**src/scfc_consts.svh**
```systemverilog
// Named constants of the sync and pin function control slice.
// Assumes it is included by bare name from the package and the design modules.
`ifndef SCFC_CONSTS_SVH
`define SCFC_CONSTS_SVH

// ----------------------------------------------------------------------------
// Register addresses
// ----------------------------------------------------------------------------
`define SCFC_ADDR_CTRL 8'h58
`define SCFC_ADDR_UNUSED 8'h59
`define SCFC_ADDR_UPDATE 8'h5A

// ----------------------------------------------------------------------------
// Field positions of the sync and pin function control register
// ----------------------------------------------------------------------------
`define SCFC_BIT_DETECT_EN 0
`define SCFC_BIT_NARROW_SEL 1
`define SCFC_BIT_SOFT_SYNC 2
`define SCFC_BIT_DIST_REF_PD 3
`define SCFC_BIT_SYNC_PD 4
`define SCFC_ROLE_LSB 5
`define SCFC_ROLE_MSB 6
`define SCFC_BIT_UPDATE 0

// ----------------------------------------------------------------------------
// Reset values and widths
// ----------------------------------------------------------------------------
`define SCFC_CTRL_W 7
`define SCFC_CTRL_RESET 7'h00
`define SCFC_NUM_OUTPUTS 5
`define SCFC_PIN_IDLE 1'h1

// ----------------------------------------------------------------------------
// Out-of-sync thresholds, in half cycles of the high-speed clock
// ----------------------------------------------------------------------------
`define SCFC_PHASE_W 4
`define SCFC_THR_NARROW 4'h1
`define SCFC_THR_WIDE 4'h2

`endif

```
**src/scfc_pkg.sv**
```systemverilog
// Types shared by the sync and pin function control slice.
// Assumes scfc_consts.svh is on the include path.
`include "scfc_consts.svh"

package scfc_pkg;

  // --------------------------------------------------------------------------
  // Role of the multipurpose function pin
  // --------------------------------------------------------------------------
  typedef enum logic [1:0] {
    SCFC_ROLE_RESET = 2'b00,
    SCFC_ROLE_SYNC = 2'b01,
    SCFC_ROLE_TEST = 2'b10,
    SCFC_ROLE_POWER_DOWN = 2'b11
  } scfc_pin_role_t;

endpackage

```
**src/scfc_detect_if.sv**
```systemverilog
// Carries detection settings to the out-of-sync detector and its flag back.
// Assumes both ends run on the same system clock.
interface scfc_detect_if;
  logic detect_en;
  logic narrow_sel;
  logic sync_pd;
  logic out_of_sync;

  modport ctrl (output detect_en, output narrow_sel, output sync_pd, input out_of_sync);
  modport det (input detect_en, input narrow_sel, input sync_pd, output out_of_sync);
endinterface

```
**src/scfc_pin_filter.sv**
```systemverilog
// Three-stage synchroniser and agreement filter for an asynchronous pin.
// Assumes the pin idles high and may change at any time.
`include "scfc_consts.svh"
module scfc_pin_filter (
  // Clock and reset
  input wire logic sys_clk_in,
  input wire logic resetn_in,
  // Pin
  input wire logic pin_in,
  output logic level_out
);

  logic stage1;
  logic stage2;
  logic stage3;
  logic level;
  logic next_level;

  // A change counts only once the second and third stages agree.
  always_comb begin
    next_level = level;
    if (stage2 == stage3) begin
      next_level = stage3;
    end
  end

  always_ff @(posedge sys_clk_in or negedge resetn_in) begin
    if (!resetn_in) begin
      stage1 <= `SCFC_PIN_IDLE;
      stage2 <= `SCFC_PIN_IDLE;
      stage3 <= `SCFC_PIN_IDLE;
      level <= `SCFC_PIN_IDLE;
    end else begin
      stage1 <= pin_in;
      stage2 <= stage1;
      stage3 <= stage2;
      level <= next_level;
    end
  end

  assign level_out = level;

endmodule

```
**src/scfc_sync_detect.sv**
```systemverilog
// Out-of-sync detector comparing the measured divider phase difference.
// Assumes phase_diff_in comes from logic on the same clock, in half cycles.
`include "scfc_consts.svh"
module scfc_sync_detect (
  // Clock and reset
  input wire logic sys_clk_in,
  input wire logic resetn_in,
  // Measured phase difference
  input wire logic [`SCFC_PHASE_W-1:0] phase_diff_in,
  // Settings and flag
  scfc_detect_if.det det
);

  logic flag;
  logic next_flag;
  logic [`SCFC_PHASE_W-1:0] threshold;

  always_comb begin
    threshold = det.narrow_sel ? `SCFC_THR_NARROW : `SCFC_THR_WIDE;
    next_flag = flag;
    // The flag is frozen while detection is off or the sync logic is powered down.
    if (det.detect_en && !det.sync_pd) begin
      next_flag = (phase_diff_in >= threshold);
    end
  end

  always_ff @(posedge sys_clk_in or negedge resetn_in) begin
    if (!resetn_in) begin
      flag <= 1'b0;
    end else begin
      flag <= next_flag;
    end
  end

  assign det.out_of_sync = flag;

endmodule

```
**src/scfc_regs.sv**
```systemverilog
// Sync, power-down and function pin control registers with buffered update.
// Assumes the serial port front end delivers byte writes and reads on sys_clk_in.
`include "scfc_consts.svh"
// What this block does
// - Bit 0 enables sync detection, reset off.
// - Select one flags at half-cycle offset.
// - Select zero flags at one-cycle offset.
// - Soft sync bit equals pin low sync.
// - Soft sync high forces outputs static.
// - Soft sync falling edge triggers divider sync.
// - Bit 3 powers down distribution references.
// - Bit 4 powers down sync circuitry.
// - Bits 6:5 pick pin role; 10 test.
// - Update bit copies buffer to active registers.
// - Update bit clears itself after transfer.
// - Ignore-sync outputs skip chip sync.
module scfc_regs (
  // Clock and reset
  input wire logic sys_clk_in,
  input wire logic resetn_in,
  // Buffered register write port from the serial front end
  input wire logic reg_wr_in,
  input wire logic [7:0] reg_waddr_in,
  input wire logic [7:0] reg_wdata_in,
  // Register read port
  input wire logic [7:0] reg_raddr_in,
  output logic [7:0] reg_rdata_out,
  // Multipurpose function pin
  input wire logic function_pin_in,
  // Per-output ignore-sync bits and measured phase difference
  input wire logic [`SCFC_NUM_OUTPUTS-1:0] ignore_sync_in,
  input wire logic [`SCFC_PHASE_W-1:0] phase_diff_in,
  // Control outputs
  output logic update_pulse_out,
  output logic dist_ref_pd_out,
  output logic sync_pd_out,
  output logic chip_reset_out,
  output logic power_down_out,
  output logic out_of_sync_out,
  output logic [`SCFC_NUM_OUTPUTS-1:0] force_static_out,
  output logic [`SCFC_NUM_OUTPUTS-1:0] sync_trigger_out
);

  // --------------------------------------------------------------------------
  // Register state
  // --------------------------------------------------------------------------
  logic [`SCFC_CTRL_W-1:0] buf_ctrl;
  logic [`SCFC_CTRL_W-1:0] next_buf_ctrl;
  logic [`SCFC_CTRL_W-1:0] ctrl;
  logic [`SCFC_CTRL_W-1:0] next_ctrl;
  logic update_pending;
  logic next_update_pending;
  logic update_pulse;
  logic next_update_pulse;
  logic [7:0] rdata;
  logic [7:0] next_rdata;

  always_comb begin
    next_buf_ctrl = buf_ctrl;
    next_ctrl = ctrl;
    next_update_pending = 1'b0;
    next_update_pulse = 1'b0;
    if (update_pending) begin
      next_ctrl = buf_ctrl;
      next_update_pulse = 1'b1;
    end
    if (reg_wr_in && reg_waddr_in == `SCFC_ADDR_CTRL) begin
      // Bit 7 is dropped on purpose.
      next_buf_ctrl = reg_wdata_in[`SCFC_CTRL_W-1:0];
    end
    // A new update request wins over the self-clear of the previous one.
    if (reg_wr_in && reg_waddr_in == `SCFC_ADDR_UPDATE && reg_wdata_in[`SCFC_BIT_UPDATE]) begin
      next_update_pending = 1'b1;
    end
  end

  // Reads return the active value; unused slots and bits read zero.
  always_comb begin
    next_rdata = 8'h00;
    if (reg_raddr_in == `SCFC_ADDR_CTRL) begin
      next_rdata = {1'b0, ctrl};
    end
  end

  always_ff @(posedge sys_clk_in or negedge resetn_in) begin
    if (!resetn_in) begin
      buf_ctrl <= `SCFC_CTRL_RESET;
      ctrl <= `SCFC_CTRL_RESET;
      update_pending <= 1'b0;
      update_pulse <= 1'b0;
      rdata <= 8'h00;
    end else begin
      buf_ctrl <= next_buf_ctrl;
      ctrl <= next_ctrl;
      update_pending <= next_update_pending;
      update_pulse <= next_update_pulse;
      rdata <= next_rdata;
    end
  end

  // --------------------------------------------------------------------------
  // Field decode
  // --------------------------------------------------------------------------
  scfc_pkg::scfc_pin_role_t role;
  logic soft_sync;
  logic pin_level;

  always_comb begin
    role = scfc_pkg::scfc_pin_role_t'(ctrl[`SCFC_ROLE_MSB:`SCFC_ROLE_LSB]);
    soft_sync = ctrl[`SCFC_BIT_SOFT_SYNC];
  end

  scfc_pin_filter u_pin_filter (
    .sys_clk_in(sys_clk_in),
    .resetn_in(resetn_in),
    .pin_in(function_pin_in),
    .level_out(pin_level)
  );

  // --------------------------------------------------------------------------
  // Out-of-sync detection
  // --------------------------------------------------------------------------
  scfc_detect_if det_bus ();

  assign det_bus.detect_en = ctrl[`SCFC_BIT_DETECT_EN];
  assign det_bus.narrow_sel = ctrl[`SCFC_BIT_NARROW_SEL];
  assign det_bus.sync_pd = ctrl[`SCFC_BIT_SYNC_PD];

  scfc_sync_detect u_sync_detect (
    .sys_clk_in(sys_clk_in),
    .resetn_in(resetn_in),
    .phase_diff_in(phase_diff_in),
    .det(det_bus.det)
  );

  // --------------------------------------------------------------------------
  // Pin roles, sync hold and sync trigger
  // --------------------------------------------------------------------------
  logic sync_hold;
  logic prev_sync_hold;
  logic next_prev_sync_hold;
  logic chip_reset;
  logic next_chip_reset;
  logic power_down;
  logic next_power_down;
  logic dist_ref_pd;
  logic next_dist_ref_pd;
  logic sync_pd;
  logic next_sync_pd;
  logic [`SCFC_NUM_OUTPUTS-1:0] force_static;
  logic [`SCFC_NUM_OUTPUTS-1:0] next_force_static;
  logic [`SCFC_NUM_OUTPUTS-1:0] sync_trigger;
  logic [`SCFC_NUM_OUTPUTS-1:0] next_sync_trigger;

  always_comb begin
    next_chip_reset = 1'b0;
    next_power_down = 1'b0;
    // The soft bit is the pin in sync role with its polarity turned round.
    sync_hold = soft_sync;
    // The test code drives no role at all, so a stray setting stays harmless.
    unique case (role)
      scfc_pkg::SCFC_ROLE_RESET: begin
        next_chip_reset = !pin_level;
      end
      scfc_pkg::SCFC_ROLE_SYNC: begin
        sync_hold = soft_sync || !pin_level;
      end
      scfc_pkg::SCFC_ROLE_TEST: begin
        next_chip_reset = 1'b0;
      end
      scfc_pkg::SCFC_ROLE_POWER_DOWN: begin
        next_power_down = !pin_level;
      end
    endcase
    next_prev_sync_hold = sync_hold;
    next_dist_ref_pd = ctrl[`SCFC_BIT_DIST_REF_PD];
    next_sync_pd = ctrl[`SCFC_BIT_SYNC_PD];
  end

  // Each output steers its own hold and trigger by its ignore-sync bit.
  genvar gi;
  generate
    for (gi = 0; gi < `SCFC_NUM_OUTPUTS; gi = gi + 1) begin : g_out
      always_comb begin
        next_force_static[gi] = sync_hold && !ignore_sync_in[gi];
        next_sync_trigger[gi] = prev_sync_hold && !sync_hold && !ignore_sync_in[gi];
      end
    end
  endgenerate

  always_ff @(posedge sys_clk_in or negedge resetn_in) begin
    if (!resetn_in) begin
      prev_sync_hold <= 1'b0;
      chip_reset <= 1'b0;
      power_down <= 1'b0;
      dist_ref_pd <= 1'b0;
      sync_pd <= 1'b0;
      force_static <= '0;
      sync_trigger <= '0;
    end else begin
      prev_sync_hold <= next_prev_sync_hold;
      chip_reset <= next_chip_reset;
      power_down <= next_power_down;
      dist_ref_pd <= next_dist_ref_pd;
      sync_pd <= next_sync_pd;
      force_static <= next_force_static;
      sync_trigger <= next_sync_trigger;
    end
  end

  // --------------------------------------------------------------------------
  // Outputs
  // --------------------------------------------------------------------------
  assign reg_rdata_out = rdata;
  assign update_pulse_out = update_pulse;
  assign dist_ref_pd_out = dist_ref_pd;
  assign sync_pd_out = sync_pd;
  assign chip_reset_out = chip_reset;
  assign power_down_out = power_down;
  assign out_of_sync_out = det_bus.out_of_sync;
  assign force_static_out = force_static;
  assign sync_trigger_out = sync_trigger;

endmodule

```
**config.mk**
```make
export PLATFORM = sky130hd
export DESIGN_NAME = scfc_regs
export DESIGN_NICKNAME = d
export VERILOG_FILES = /design/src/scfc_pkg.sv /design/src/scfc_detect_if.sv /design/src/scfc_pin_filter.sv /design/src/scfc_sync_detect.sv /design/src/scfc_regs.sv
export VERILOG_INCLUDE_DIRS = /design/src
export SDC_FILE = /design/constraint.sdc
export NUM_CORES = 1
export LEC_CHECK = 0
export BUFFER_PORTS_ARGS = -buffer_cell sky130_fd_sc_hd__buf_2
export CORE_ASPECT_RATIO = 0.6
export CORE_MARGIN = 1.5
export CORE_UTILIZATION = 50
export DETAILED_ROUTE_END_ITERATION = 8
export PLACE_DENSITY = 0.82
export SYNTH_ARGS = -nofsm -noshare
export SYNTH_HDL_FRONTEND = slang
export SYNTH_SLANG_ARGS = --single-unit
export TNS_END_PERCENT = 5
```
**constraint.sdc**
```tcl
create_clock -name sys_clk_in -period 3.3 [get_ports sys_clk_in]
set_input_delay 0.495 -clock sys_clk_in [delete_from_list [all_inputs] [get_ports sys_clk_in]]
set_output_delay 0.495 -clock sys_clk_in [all_outputs]
set_load 0.03 [all_outputs]
```
==> results.py <==
metrics = {
    "run_status": {
        "status": "completed",
    },
    "route": {
        "viasPerCell": 4.71,
        "drc_errors": 0,
        "drt-initial-drc-count": 13,
        "num_vias": 974,
        "drt_wl_total_um": 2580,
        "ant_nets": 0,
        "firstDrtPassIters": 4,
        "routedWlPerCell_um": 12.5,
    },
    "synthesis": {
        "yosys_warnings": 0,
        "syn-num-nets": 141,
        "ys_seq_area_frac": 0.704,
        "syn_area_um2": 1540,
        "yosysTopAreaCellShare": 0.636,
        "synth-seq-cells": 43,
        "ys_top_cells_by_area": "dfrtp_1, mux2_2, dfstp_2, nor2_1, and2_1",
        "syn_inst": 102,
        "synth_cell_types": 25,
        "synth_top_cell_by_area": "dfrtp_1",
        "avgSynthCellArea_um2": 15.1,
    },
    "floorplan": {
        "die_w_um": 74.5,
        "die_area_um2": 3420,
        "dieHeight_um": 45.9,
        "start_util": 0.531,
        "num_io_pins": 61,
        "placeableCoreArea_um2": 2890,
        "rows": 15,
    },
    "global_route": {
        "antenna_found_initial": 0,
        "grt-ovfl-total": 0,
        "grtUsageTotal": 0.161,
        "grt_pass1_vias": 896,
        "grt_max_degree": 44,
        "grt_pass1_wl_um": 3840,
    },
    "layout": {
        "final_area_um2": 1950,
        "multiInputGateArea_um2": 432,
        "instances_no_fill": 207,
        "drive_gt1_frac": 0.521,
        "seqCellArea_um2": 1080,
        "area_growth_pct": 27.3,
        "fill_cells": 234,
        "diodes": 0,
        "fin_nets": 204,
    },
    "placed_design": {
        "dp_hpwl_um": 1940,
        "gp_congestion": 0.665,
        "placed_cells": 200,
        "place_area_um2": 1870,
        "port_buffers": 58,
        "pre_cts_slack_ps": 1420,
    },
    "clock_network": {
        "post_cts_resized": 0,
        "htree_levels": 2,
        "clkLatencyLatePin_ps": 280,
        "cts_tree": "yes",
        "clkTransAtPathRegs_ps": 70,
        "postCtsSetupRepairBufs": 0,
        "numCtsBuffers": 5,
        "numClockSinks": 43,
        "holdBufCountCts": 0,
        "clock-root-buffer": "clkbuf_8",
        "cts.path.max_buffers": 2,
    },
    "setup_path": {
        "arrival_ps": 1720,
        "start_kind": "primary input",
        "slowest_delay_ps": 560,
        "cp.required_ps": 3470,
        "crit_fanout": 7,
        "cp-end-kind": "flop",
        "worstSetupPathType": "primary input to flop",
        "cp_slowest_cell": "nor4b_4",
        "path_cells": "buf_2 > nand4b_4 > nor4b_4 > mux2_2",
    },
    "pwr": {
        "p_per_area_nw_per_um2": 466,
        "ir_drop_mv": 0.336,
        "p_leak_nw": 1.11,
    },
    "timing": {
        "finalHoldViolCount": 0,
        "finalSetupViolCount": 0,
        "slew_headroom": 0.410,
        "tns_ps": 0,
        "rsz0062_at_grt": "false",
        "clock_skew_ps": 3.48,
        "fmax_mhz": 645,
        "final.setup.worst_slack_ps": 1750,
        "holdWs_ps": 307,
        "drv_slew": 0,
        "final.min_clock_period_ps": 1550,
        "period_share": 0.470,
        "worstMarginPinSlew_ps": 886,
    },
    "min_path": {
        "hold_path.class": "primary input to flop",
    },
    "run": {
        "cap_violations": 0,
    },
}
==> registers in the layout (all words and copies together) (netlist names), 5 cells and up <==
signal	count
sync_trigger_out	5
ctrl	7
force_static_out	5
reg_rdata_out	7
buf_ctrl	7
==> cell usage in the layout, fill, tap and decap left out, types with 2 or more instances in the layout <==
| cell type | n |
|---|---|
| nor2_1 | 14 |
| buf_2 | 58 |
| and2_1 | 7 |
| dfrtp_1 | 39 |
| dfstp_2 | 4 |
| mux2_2 | 14 |
| nor3_1 | 2 |
| clkbuf_8 | 6 |
| inv_1 | 3 |
| ha_1 | 2 |
==> metal layers <==
metal / routed length [µm] / GRT usage / vias up
li1: - / - / 459
met1: 1160 / 0.188 / 473
met2: 1240 / 0.275 / 40
met3: 181 / 0.0619 / 2
met4: 4 / 0.0582 / 0
met5: 0 / 0 / -
==> logic make-up (layout without fill, tap and decap cells) <==
group | count (synthesis) | after routing | share of synthesized area
adder cells (fa/ha/maj) | 3 | 3 | 0.0228
AO/OA/AOI/OAI | 2 | 2 | 0.00733
multiplexers | 14 | 14 | 0.103
AND/OR/NAND/NOR | 34 | 34 | 0.146
other | 1 | 1 | 0.00244
buffers and inverters | 5 | 68 | 0.0147
flip-flops | 43 | 43 | 0.704
==> synthesized netlist by cell type <==
cell type,instances
or3b_2,1
and2_1,7
nor4b_4,1
nand4b_4,1
dfrtp_1,39
inv_1,3
conb_1,1
dfstp_2,4
o21ai_0,1
nand2b_1,1
mux2_2,14
maj3_1,1
clkbuf_1,1
and4b_1,1
nor4_1,1
and3_1,1
buf_4,1
nor3b_1,1
nor3_1,2
ha_1,2
a31oi_1,1
nor4bb_1,1
and3b_1,1
nor2b_1,1
nor2_1,14
==> stage by stage <==
stage | power, mW | utilization
floorplan | 0.569 | -
global placement | 0.601 | 0.646
detailed placement | 0.604 | 0.646
CTS | 0.923 | 0.676
global route | 0.951 | 0.676
finish | 0.911 | 0.676
==> final cells by class <==
type / instances / share of cell area
inverter: 3 / 0.00576
multi-input combinational: 54 / 0.221
clock buffer: 6 / 0.0423
timing repair buffer: 58 / 0.149
clock inverter: 1 / 0.00256
tap: 42 / 0.0269
sequential: 43 / 0.553
==> path summary, 6_finish.rpt <==
path | start | endpoint | slack (ps) | depth (start not counted)
setup / recovery | reg_waddr_in[7] | buf_ctrl[0] | 1750 | 4
hold / removal | function_pin_in | u_pin_filter.stage1 | 310 | 1
setup reg to reg | u_pin_filter.level_out | sync_trigger_out[3] | 1960 | 3
hold reg to reg | u_pin_filter.stage1 | u_pin_filter.stage2 | 360 | 0
max in group asynchronous | resetn_in | ctrl[0] | 2410 | 1
min in group asynchronous | resetn_in | force_static_out[4] | 330 | 1
==> worst max-delay path, delay by kind of cell <==
| family | cells | cell delay (ps) |
|---|---|---|
| buffers and inverters | 1 | 90 |
| muxes | 1 | 390 |
| and+or+nand+nor | 2 | 740 |
==> where the power goes <==
part	internal [mW]	switching, mW
Clock	0.164	0.154
Sequential	0.538	0.00455
Combinational	0.0239	0.0267
Total	0.726	0.185
No activity file was read; power rests on OpenSTA's default activity.
